[config.mk]
export PLATFORM = sky130hd
export DESIGN_NAME = oms_ctrl
export DESIGN_NICKNAME = d
export VERILOG_FILES = /design/src/rtl/oms_pkg.sv /design/src/rtl/oms_ctrl.sv /design/src/rtl/oms_sync.sv
export SDC_FILE = /design/constraint.sdc
export NUM_CORES = 1
export LEC_CHECK = 0
export BUFFER_PORTS_ARGS = -buffer_cell sky130_fd_sc_hd__buf_2
export CAP_MARGIN = 15
export CORE_MARGIN = 2
export CORE_UTILIZATION = 50
export CTS_CLUSTER_DIAMETER = 60
export CTS_CLUSTER_SIZE = 28
export DETAILED_ROUTE_END_ITERATION = 10
export PLACE_DENSITY = 0.66
export SLEW_MARGIN = 30
export SYNTH_ARGS = -nofsm -noshare
export SYNTH_HDL_FRONTEND = slang
export SYNTH_HIERARCHICAL = 1
export SYNTH_SLANG_ARGS = --single-unit
[constraint.sdc]
create_clock -name sys_clk -period 2.25 [get_ports sys_clk]
set_input_delay 0.45 -clock sys_clk [delete_from_list [all_inputs] [get_ports sys_clk]]
set_output_delay 0.45 -clock sys_clk [all_outputs]
set_load 0.005 [all_outputs]
[src/rtl/oms_pkg.sv]
// Purpose: shared constants and types of the operating mode selector
// Assumes: 100 MHz system clock
// Notes: switch patterns of the eight valid settings are a table here
package oms_pkg;

    // clock rate and derived cycle counts
    localparam int unsigned CLK_MHZ = 100;
    localparam int unsigned MIN_PRESS_MS = 50;
    localparam int unsigned SERVICE_HOLD_MS = 2000;
    localparam int unsigned MIN_PRESS_CYC = MIN_PRESS_MS * 1000 * CLK_MHZ;
    localparam int unsigned SERVICE_HOLD_CYC =
        SERVICE_HOLD_MS * 1000 * CLK_MHZ;
    localparam int unsigned CNT_W = 32;
    localparam int unsigned CFG_W = 4;
    localparam int unsigned NUM_SET = 8;

    // switch pattern of each valid setting, index 0 is setting one
    localparam logic [CFG_W-1:0] CFG_TABLE [NUM_SET] = '{
        4'h0, 4'h1, 4'h2, 4'h3, 4'h8, 4'h9, 4'ha, 4'hb
    };

    // flash divider for all buttons during service mode
    localparam int unsigned FLASH_BIT = 24;

    // cycles the start state waits for the pin chains to fill
    localparam int unsigned START_WAIT = 2;

    // key removal policy
    typedef enum logic [1:0] {
        OMS_POL_SVC_FB = 2'b00,
        OMS_POL_HOLD = 2'b01,
        OMS_POL_FALLBACK = 2'b10,
        OMS_POL_STORE = 2'b11
    } oms_policy_e;

    // operating mode
    typedef enum logic [1:0] {
        OMS_MODE_ONE = 2'b00,
        OMS_MODE_TWO = 2'b01,
        OMS_MODE_SVC = 2'b10
    } oms_mode_e;

    // main control state
    typedef enum logic [1:0] {
        OMS_ST_START = 2'b00,
        OMS_ST_RUN = 2'b01,
        OMS_ST_FAULT = 2'b10
    } oms_state_e;

    // key authorisation
    typedef struct packed {
        logic inserted;
        logic auth_one;
        logic auth_two;
        logic auth_svc;
    } oms_key_s;

    // decoded configuration
    typedef struct packed {
        logic valid;
        logic advanced;
        oms_policy_e policy;
    } oms_cfg_s;

    localparam oms_mode_e MODE_RST = OMS_MODE_ONE;

endpackage : oms_pkg

[src/rtl/oms_ctrl.sv]
// Purpose: mode selection, config check and key removal policy
// Assumes: key reader supplies settled authorisation levels
// Notes: stored mode input comes from external nonvolatile memory
//
// Summary of operation
// - capture switch at start, validate before use
// - any switch change while running means fault
// - only eight table settings are valid
// - settings five to eight select advanced download
// - lock and preselection only in advanced settings
// - policy follows setting pairs
// - hold and store keep mode on removal
// - fallback returns to mode one on removal
// - non-store policies start in mode one
// - store policy restores last selected mode
// - button two mode two, button one by hold
// - change only with key authorisation
// - removal behaviour selectable by switch
// - at most one mode output high at once
// - service by long hold of button one or by store restore
`timescale 1ns/1ns
`default_nettype none
module oms_ctrl
    import oms_pkg::*;
(
    input wire logic sys_clk, // system clock
    input wire logic sys_rst, // synchronous reset, high
    input wire logic [3:0] cfg_switch, // configuration switch pins
    input wire logic button_one, // button one pin, high pressed
    input wire logic button_two, // button two pin, high pressed
    input wire logic key_inserted, // key present pin
    input wire logic key_auth_one, // key allows first_mode
    input wire logic key_auth_two, // key allows second_mode
    input wire logic key_auth_svc, // key allows service_mode
    input wire logic [1:0] stored_mode, // last mode from memory
    output logic mode_out_one, // monitored output first_mode
    output logic mode_out_two, // monitored output second_mode
    output logic mode_out_service, // monitored output service_mode
    output logic led_one, // backlight button one
    output logic led_two, // backlight button two
    output logic [1:0] mode_save, // mode to store
    output logic advanced_dl, // advanced download selected
    output logic lock_enable, // lock and preselection enabled
    output logic device_error // fault state
);
    logic [3:0] cfg_s; // synchronised switch
    logic b1_s; // synchronised button one
    logic b2_s; // synchronised button two
    oms_key_s key_s; // synchronised key levels

    // synchronisers for every pin except stored_mode
    for (genvar i = 0; i < 4; i++) begin : g_cfg
        oms_sync u_cfg (.sys_clk(sys_clk), .sys_rst(sys_rst),
            .pin_in(cfg_switch[i]), .sync_out(cfg_s[i]));
    end
    oms_sync u_b1 (.sys_clk(sys_clk), .sys_rst(sys_rst),
        .pin_in(button_one), .sync_out(b1_s));
    oms_sync u_b2 (.sys_clk(sys_clk), .sys_rst(sys_rst),
        .pin_in(button_two), .sync_out(b2_s));
    oms_sync u_ki (.sys_clk(sys_clk), .sys_rst(sys_rst),
        .pin_in(key_inserted), .sync_out(key_s.inserted));
    oms_sync u_k1 (.sys_clk(sys_clk), .sys_rst(sys_rst),
        .pin_in(key_auth_one), .sync_out(key_s.auth_one));
    oms_sync u_k2 (.sys_clk(sys_clk), .sys_rst(sys_rst),
        .pin_in(key_auth_two), .sync_out(key_s.auth_two));
    oms_sync u_k5 (.sys_clk(sys_clk), .sys_rst(sys_rst),
        .pin_in(key_auth_svc), .sync_out(key_s.auth_svc));

    // decode switch against the table
    oms_cfg_s dec; // decoded live setting
    always_comb begin
        dec = '0;
        for (int i = 0; i < NUM_SET; i++) begin
            if (cfg_s == CFG_TABLE[i]) begin
                dec.valid = 1'b1;
                dec.advanced = (i >= 4);
                dec.policy = oms_policy_e'(i[1:0]);
            end
        end
    end

    oms_state_e state_q, state_d; // control state
    logic [3:0] cfg_q, cfg_d; // captured setting
    oms_policy_e pol_q, pol_d; // captured policy
    logic adv_q, adv_d; // captured download mode
    oms_mode_e mode_q, mode_d; // current mode
    logic [CNT_W-1:0] hold_q, hold_d; // press duration
    logic b1_q, b2_q; // previous button levels
    logic key_q; // previous key level
    logic [FLASH_BIT:0] flash_q, flash_d; // flash divider
    logic restore_ok; // stored mode code is usable
    logic [1:0] settle_q, settle_d; // cycles waited in start
    logic settled; // pin chains show the pins

    assign restore_ok = (stored_mode != 2'b11);
    // synchronisers reset to zero, so capture only once they are full
    assign settled = (settle_q == 2'(START_WAIT));

    // next state of the controller
    always_comb begin
        state_d = state_q;
        cfg_d = cfg_q;
        pol_d = pol_q;
        adv_d = adv_q;
        mode_d = mode_q;
        hold_d = hold_q;
        flash_d = flash_q + 1'b1;
        settle_d = settle_q;
        unique case (state_q)
            OMS_ST_START: begin
                if (!settled) begin
                    // pin chains still show their reset level
                    settle_d = settle_q + 1'b1;
                end else begin
                    cfg_d = cfg_s;
                    pol_d = dec.policy;
                    adv_d = dec.advanced;
                    if (!dec.valid) begin
                        state_d = OMS_ST_FAULT;
                    end else begin
                        state_d = OMS_ST_RUN;
                        if (dec.policy == OMS_POL_STORE && restore_ok) begin
                            mode_d = oms_mode_e'(stored_mode);
                        end else begin
                            mode_d = OMS_MODE_ONE;
                        end
                    end
                end
            end
            OMS_ST_RUN: begin
                if (cfg_s != cfg_q) begin
                    state_d = OMS_ST_FAULT;
                end else begin
                    // press duration of the single held button
                    if (b1_s ^ b2_s) begin
                        hold_d = (hold_q == '1) ? hold_q : hold_q + 1'b1;
                    end else begin
                        hold_d = '0;
                    end
                    // action on release of one button
                    if (b1_q && !b1_s && !b2_s && key_s.inserted &&
                        hold_q >= CNT_W'(MIN_PRESS_CYC)) begin
                        if (hold_q >= CNT_W'(SERVICE_HOLD_CYC)) begin
                            if (key_s.auth_svc) begin
                                mode_d = OMS_MODE_SVC;
                            end
                        end else if (key_s.auth_one) begin
                            mode_d = OMS_MODE_ONE;
                        end
                    end else if (b2_q && !b2_s && !b1_s &&
                        key_s.inserted && key_s.auth_two &&
                        hold_q >= CNT_W'(MIN_PRESS_CYC)) begin
                        mode_d = OMS_MODE_TWO;
                    end
                    // key removal policy
                    if (key_q && !key_s.inserted) begin
                        if (pol_q == OMS_POL_FALLBACK ||
                            (pol_q == OMS_POL_SVC_FB &&
                             mode_q == OMS_MODE_SVC)) begin
                            mode_d = OMS_MODE_ONE;
                        end else begin
                            mode_d = mode_q;
                        end
                    end
                end
            end
            OMS_ST_FAULT: begin
                state_d = OMS_ST_FAULT; // left only by reset
            end
            default: begin
                state_d = OMS_ST_FAULT; // illegal code
            end
        endcase
    end

    // register the controller
    always_ff @(posedge sys_clk) begin
        if (sys_rst) begin
            state_q <= OMS_ST_START;
            cfg_q <= '0;
            pol_q <= OMS_POL_SVC_FB;
            adv_q <= 1'b0;
            mode_q <= MODE_RST;
            hold_q <= '0;
            b1_q <= 1'b0;
            b2_q <= 1'b0;
            key_q <= 1'b0;
            flash_q <= '0;
            settle_q <= '0;
        end else begin
            state_q <= state_d;
            cfg_q <= cfg_d;
            pol_q <= pol_d;
            adv_q <= adv_d;
            mode_q <= mode_d;
            hold_q <= hold_d;
            b1_q <= b1_s;
            b2_q <= b2_s;
            key_q <= key_s.inserted;
            flash_q <= flash_d;
            settle_q <= settle_d;
        end
    end

    // registered outputs from next values
    logic run_d; // running after this edge
    always_comb begin
        run_d = (state_d == OMS_ST_RUN);
    end
    always_ff @(posedge sys_clk) begin
        if (sys_rst) begin
            mode_out_one <= 1'b0;
            mode_out_two <= 1'b0;
            mode_out_service <= 1'b0;
            led_one <= 1'b0;
            led_two <= 1'b0;
            mode_save <= 2'b00;
            advanced_dl <= 1'b0;
            lock_enable <= 1'b0;
            device_error <= 1'b0;
        end else begin
            mode_out_one <= run_d && mode_d == OMS_MODE_ONE;
            mode_out_two <= run_d && mode_d == OMS_MODE_TWO;
            mode_out_service <= run_d && mode_d == OMS_MODE_SVC;
            led_one <= run_d && (mode_d == OMS_MODE_ONE ||
                (mode_d == OMS_MODE_SVC && flash_d[FLASH_BIT]));
            led_two <= run_d && (mode_d == OMS_MODE_TWO ||
                (mode_d == OMS_MODE_SVC && flash_d[FLASH_BIT]));
            mode_save <= mode_d;
            advanced_dl <= run_d && adv_d;
            lock_enable <= run_d && adv_d;
            device_error <= (state_d == OMS_ST_FAULT);
        end
    end
endmodule : oms_ctrl
`default_nettype wire

[src/rtl/oms_sync.sv]
// Purpose: two flip-flop synchroniser for one pin input
// Assumes: input is asynchronous to sys_clk
// Notes: first stage is read only by the second
`timescale 1ns/1ns
`default_nettype none
module oms_sync (
    input wire logic sys_clk, // system clock
    input wire logic sys_rst, // synchronous reset
    input wire logic pin_in, // raw pin
    output logic sync_out // synchronised level
);
    logic meta_q; // first stage
    logic meta_d; // next first stage
    logic sync_d; // next second stage

    // next values
    always_comb begin
        meta_d = pin_in;
        sync_d = meta_q;
    end

    // register both stages
    always_ff @(posedge sys_clk) begin
        if (sys_rst) begin
            meta_q <= 1'b0;
            sync_out <= 1'b0;
        end else begin
            meta_q <= meta_d;
            sync_out <= sync_d;
        end
    end
endmodule : oms_sync
`default_nettype wire

==> results_dict.tcl, run 1 <==
set metrics [dict create \
    place_hpwl_um 6230 \
    vias 3404 \
    hold_end "g_cfg[1].u_cfg/meta_q" \
    syn2layout_area_growth_pct 13.3 \
    worstHoldPathCells 2 \
    grt_pass1_vias 3273 \
    clk_latency_ns 0.37 \
    arrival_ns 2.47 \
    die_h_um 97.9 \
    gr-usage-met2_pct 32.7 \
    hold_path.startpoint "cfg_switch[1]" \
    synth.most_common_cell "dfxtp_1" \
    seq_area_frac_synth_pct 45.4 \
    synthesis.area_mm2 0.00441 \
    port_buffers 23 \
    top_usage_layer "met2" \
    grt_usage_pct 18.5 \
    cts_hold_buf 0 \
    max_freq_ghz 0.461 \
    r2r_slack_ns 0.08 \
    critPathCaptureType "register" \
    gp_congestion 0.859 \
    grt_use_met3_pct 4.08 \
    layoutNonFillerInstCount 646 \
    critPathLaunchType "register" \
    p_leak_nw 1.91 \
    start_util_pct 51.1 \
    grt_use_met1_pct 22.0 \
    pre_cts_ws_ns 0.0854 \
    yosysTopAreaCell "dfxtp_1" \
    clk_pin_slew_ns 0.10 \
    ant_nets 0 \
    cp_max_fo 8 \
    multi_input_area_mm2 0.00229 \
    num-fill-cells 749 \
    yosysTopAreaCellShare_pct 45.4 \
    critical_path_class "register to register" \
    ctsRootBufferMaster "clkbuf_8" \
    via_per_inst 5.27 \
    grt_first_pass_wirelength_um 14700 \
    postSynthCellCount 486 \
    grt_max_degree 47 \
    seq_area_mm2 0.00200 \
    max_slew.worst_pin.slew_ns 0.453 \
    drt-pass1-iter-count 4 \
    overflow 0 \
    rsz0062_at_grt "true" \
    setup_ws_ns 0.0821 \
    synth_edf_count 0 \
    die_w_um 97.9 \
    setup_viol 0 \
    hold_violations 0 \
    syn-num-nets 504 \
    r2r-end "led_two" \
    cts_buffers 9 \
    clock_sinks 100 \
    reg2reg_from "hold_q[13]" \
    ys_seq_elements 100 \
    synth_commonest_cells "100 x dfxtp_1, 71 x nor2_1, 36 x xor2_1" \
    antenna_found_initial 0 \
    crit_required_ns 2.55 \
    fin_crit_ns 2.17 \
    ios 24 \
    finalCritPeriodShare_pct 96.4 \
    h-tree-depth 3 \
    power_density_mw_per_mm2 668 \
    drv_slew 0 \
    final_layout_size_suffix_gt1_share_pct 18.0 \
    slew_headroom_pct 69.8 \
    diodes 0 \
    synth.avg_cell_area_um2 9.08 \
    rows 34 \
    synth_area_leaders "dfxtp_1 45%, xor2_1 7.1%, nor2_1 6.0%" \
    synth_warnings 6 \
    routed_wl_um 8530 \
    core_area_mm2 0.00864 \
    status "finished clean" \
    drt-initial-drc-count 102 \
    die_area_mm2 0.00959 \
    worst_hold_path_type "primary input to register" \
    nets 551 \
    finClkSkew_ns 0.0179 \
    clockBufferDepth 2 \
    vdd_drop_max_mv 0.412 \
    ys_types 58 \
    synthArstFlopShare_pct 0 \
    max_cap_viol_count 0 \
    synthFlopType "dfxtp_1" \
    r2r_cells 7 \
    route.detailed.drc 0 \
    dp.cells 629 \
    cts_tree "yes" \
    wire_per_inst_um 13.2 \
]
-- logic make-up (layout without fill, tap and decap cells) --
group	count (synthesis)	in the layout	synth area share, %
AND/OR/NAND/NOR	237	237	29.3
flip-flops	100	100	45.4
AO/OA/AOI/OAI	63	63	10.5
XOR/XNOR	50	50	9.92
buffers and inverters	30	82	3.29
adder cells (fa/ha/maj)	4	4	1.13
multiplexers	2	2	0.482
-- layout by cell type, fill, tap and decap left out, drive strengths merged, types with 2 or more instances in the layout --
cell type and instances:
a2111oi 2, a211o 2, a211oi 3, a21o 2, a21oi 22, a31oi 3
and2 8, and2b 3, and3 15, and4 8, buf 51, clkbuf 10
dfxtp 100, ha 4, inv 20, nand2 30, nand2b 2, nand3 19
nand4 18, nor2 71, nor2b 27, nor3 10, nor3b 6, nor4 4
o211ai 3, o21ai 16, or2 2, or3 12, xnor2 14, xor2 36
-- power breakdown --
| group | internal [mW] | switching (mW) | total [mW] |
|---|---|---|---|
| Clock | 0.436 | 0.671 | 1.11 |
| Sequential | 1.83 | 0.0353 | 1.87 |
| Combinational | 0.148 | 0.216 | 0.364 |
-- critical path, stage by stage, from the launching register on --
cell and delay (ns):
dfxtp_1 0.40, a211o_1 0.27, a2111o_1 0.45, or2_0 0.23, a31oi_2 0.16, o221ai_2 0.16
a211o_1 0.32, mux2i_1 0.11
-- state kept, by name (all words and copies together) (netlist names), 2 cells and up --
register	cells
settle_q	2
cfg_q	4
pol_q	2
g_cfg.u_cfg/meta_q	4
g_cfg.u_cfg/sync_out	4
hold_q	32
flash_q	25
state_q	2
mode_save	2
-- per-layer routing --
metal / vias to the layer above / wire length [µm]
li1: 1762 / -
met1: 1582 / 3830
met2: 50 / 4350
met3: 10 / 245
met4: 0 / 115
met5: - / 0
-- metrics by stage --
stage	total power, mW	hold slack, ns	TNS, ns	area [µm²]	utilization [%]
after global placement	2.25	0.416	0	4780	55.4
after detailed placement	2.26	0.426	0	4780	55.4
after floorplan	2.15	0.414	0	4410	-
after global routing	3.49	0.261	-0.0592	5000	57.9
after CTS	3.38	0.261	0	4970	57.6
final	3.34	0.281	0	5000	57.9
-- how the worst max path moves through the flow --
stage                from      end  slack [ns]
4_1_cts        hold_q[18]  led_two        0.04
3_5_place_dp   hold_q[18]  led_two        0.09
5_1_grt        hold_q[10]  led_one       -0.05
6_report       hold_q[13]  led_two        0.08
2_1_floorplan  hold_q[13]  led_two        0.24
3_3_place_gp   hold_q[21]  led_two        0.11
-- cell type report --
type | count | share of cell area, %
clock buffers | 10 | 2.55
repair buffers | 51 | 6.50
clock inverters | 6 | 1.25
multi-input cells | 356 | 45.8
flip-flops and latches | 100 | 40.0
inverters | 15 | 1.13
well taps | 108 | 2.70
-- timing repair --
| item | in CTS | in global routing |
|---|---|---|
| setup endpoints to repair | 0 | 25 |
| buffers inserted | 0 | 1 |
| resized for setup | 0 | 6 |
No activity file was read; power rests on OpenSTA's default activity.
==> run 2, diff against run 1 <==
==> constraint.sdc (replaced) <==
create_clock -name sys_clk -period 2.25 [get_ports sys_clk]
set_input_delay 0.1125 -clock sys_clk [delete_from_list [all_inputs] [get_ports sys_clk]]
set_output_delay 0.1125 -clock sys_clk [all_outputs]
set_load 0.005 [all_outputs]
==> results_dict.tcl, run 2 (synthesis gave the netlist of run 1 again) <==
set metrics [dict create \
    final_cell_mix "100 x dfxtp_1, 71 x nor2_1, 36 x xor2_1, 30 x nand2_1, 28 x buf_4" \
    max_freq_ghz 0.461 \
    critPathCaptureType "register" \
    crit_required_ns 2.55 \
    rows 34 \
    port_buffers 23 \
    diodes 0 \
    drt-pass1-iter-count 4 \
    critical_path_class "register to register" \
    pre_cts_ws_ns 0.0854 \
    via_per_inst 5.25 \
    layout_commonest_cell "dfxtp_1" \
    fin_crit_ns 2.17 \
    p_leak_nw 1.95 \
    wire_per_inst_um 13.2 \
    routed_wl_um 8660 \
    nets 561 \
    setup_viol 0 \
    fin_util_pct 59.1 \
    ant_nets 0 \
    vdd_drop_max_mv 0.418 \
    clk_latency_ns 0.37 \
    grt_max_degree 47 \
    worst_hold_path_type "primary input to register" \
    ctsRootBufferMaster "clkbuf_8" \
    largest_registers "hold_q x32, flash_q x25" \
    route.detailed.drc 0 \
    die_h_um 97.9 \
    ios 24 \
    status "finished clean" \
    place_hpwl_um 6230 \
    cts_tree "yes" \
    grt_first_pass_wirelength_um 14800 \
    setup_ws_ns 0.0811 \
    grt_usage_pct 18.7 \
    cts_buffers 9 \
    clock_sinks 100 \
    syn2layout_area_growth_pct 15.6 \
    overflow 0 \
    slew_headroom_pct 69.9 \
    grt_pass1_vias 3306 \
    power_density_mw_per_mm2 657 \
    gp_congestion 0.859 \
    core_area_mm2 0.00864 \
    antenna_found_initial 0 \
    final_layout_size_suffix_gt1_share_pct 17.7 \
    die_area_mm2 0.00959 \
    fin_area_mm2 0.00510 \
    drt-initial-drc-count 103 \
    seq_area_mm2 0.00200 \
    vias 3444 \
    clk_pin_slew_ns 0.11 \
    r2r_slack_ns 0.08 \
    clockBufferDepth 2 \
    rsz0062_at_grt "true" \
    num-fill-cells 734 \
    h-tree-depth 3 \
    multi_input_area_mm2 0.00229 \
    start_util_pct 51.1 \
    arrival_ns 2.47 \
    max_cap_viol_count 0 \
    hold_violations 0 \
    drv_slew 0 \
    place_area_mm2 0.00478 \
    finClkSkew_ns 0.0177 \
    critPathLaunchType "register" \
    regMostFlops "hold_q" \
    finalCritPeriodShare_pct 96.4 \
    largest_reg_flops 32 \
    die_w_um 97.9 \
    cp_max_fo 8 \
    max_slew.worst_pin.slew_ns 0.452 \
]
## run 2: cell types whose count changed in the layout (fill, tap and decap cells not counted)
cell	before	now
dlygate4sd3_1	0	10
## run 2: stage by stage
stage	instances	power (mW)	TNS, ns	hold WS, ns
2_1_floorplan	486	2.15	0	0.184
5_1_grt	656	3.51	-0.0592	0.173
3_3_place_gp	629	2.25	0	0.324
3_5_place_dp	629	2.26	0	0.329
4_1_cts	655	3.39	0	0.158
6_report	656	3.35	0	0.169
## run 2: worst max-delay path: stages, from the launching register on
cell      delay [ns]
dfxtp_1         0.39
a211o_1         0.27
a2111o_1        0.46
or2_0           0.24
a31oi_2         0.16
o221ai_2        0.16
a211o_1         0.32
mux2i_1         0.11
## run 2: repair_timing
item / in CTS / in global routing
hold buffers: 10 / 0
endpoints found under the setup margin: 0 / 25
gates resized for setup: 0 / 6
endpoints found under the hold margin: 10 / 0
setup buffers: 0 / 1
## run 2: area by class of cell
cell class / count / area share [%]
Timing Repair Buffer: 61 / 8.34
Tap cell: 108 / 2.65
Clock inverter: 6 / 1.23
Inverter: 15 / 1.10
Sequential cell: 100 / 39.2
Clock buffer: 10 / 2.50
Multi-Input combinational cell: 356 / 44.9
## run 2: metal layers
| layer | wire length (µm) | GRT usage, % | part of all wire [%] |
|---|---|---|---|
| met5 | 0 | 0 | 0 |
| met4 | 140 | 7.05 | 1.6 |
| met3 | 214 | 4.08 | 2.5 |
| met2 | 4410 | 33.3 | 51 |
| met1 | 3900 | 22.1 | 45 |
## run 2: final timing paths
path	from	to	cells past startpoint
max	hold_q[13]	led_two	7
min	sys_rst	u_ki/sync_out	3
max reg2reg	hold_q[13]	led_two	7
min reg2reg	u_b2/meta_q	u_b2/sync_out	1
## run 2: report_power, final
group	internal (mW)	leakage (nW)	switching, mW
Combinational	0.159	1.04	0.218
Sequential	1.83	0.812	0.0355
Clock	0.436	0.0970	0.672
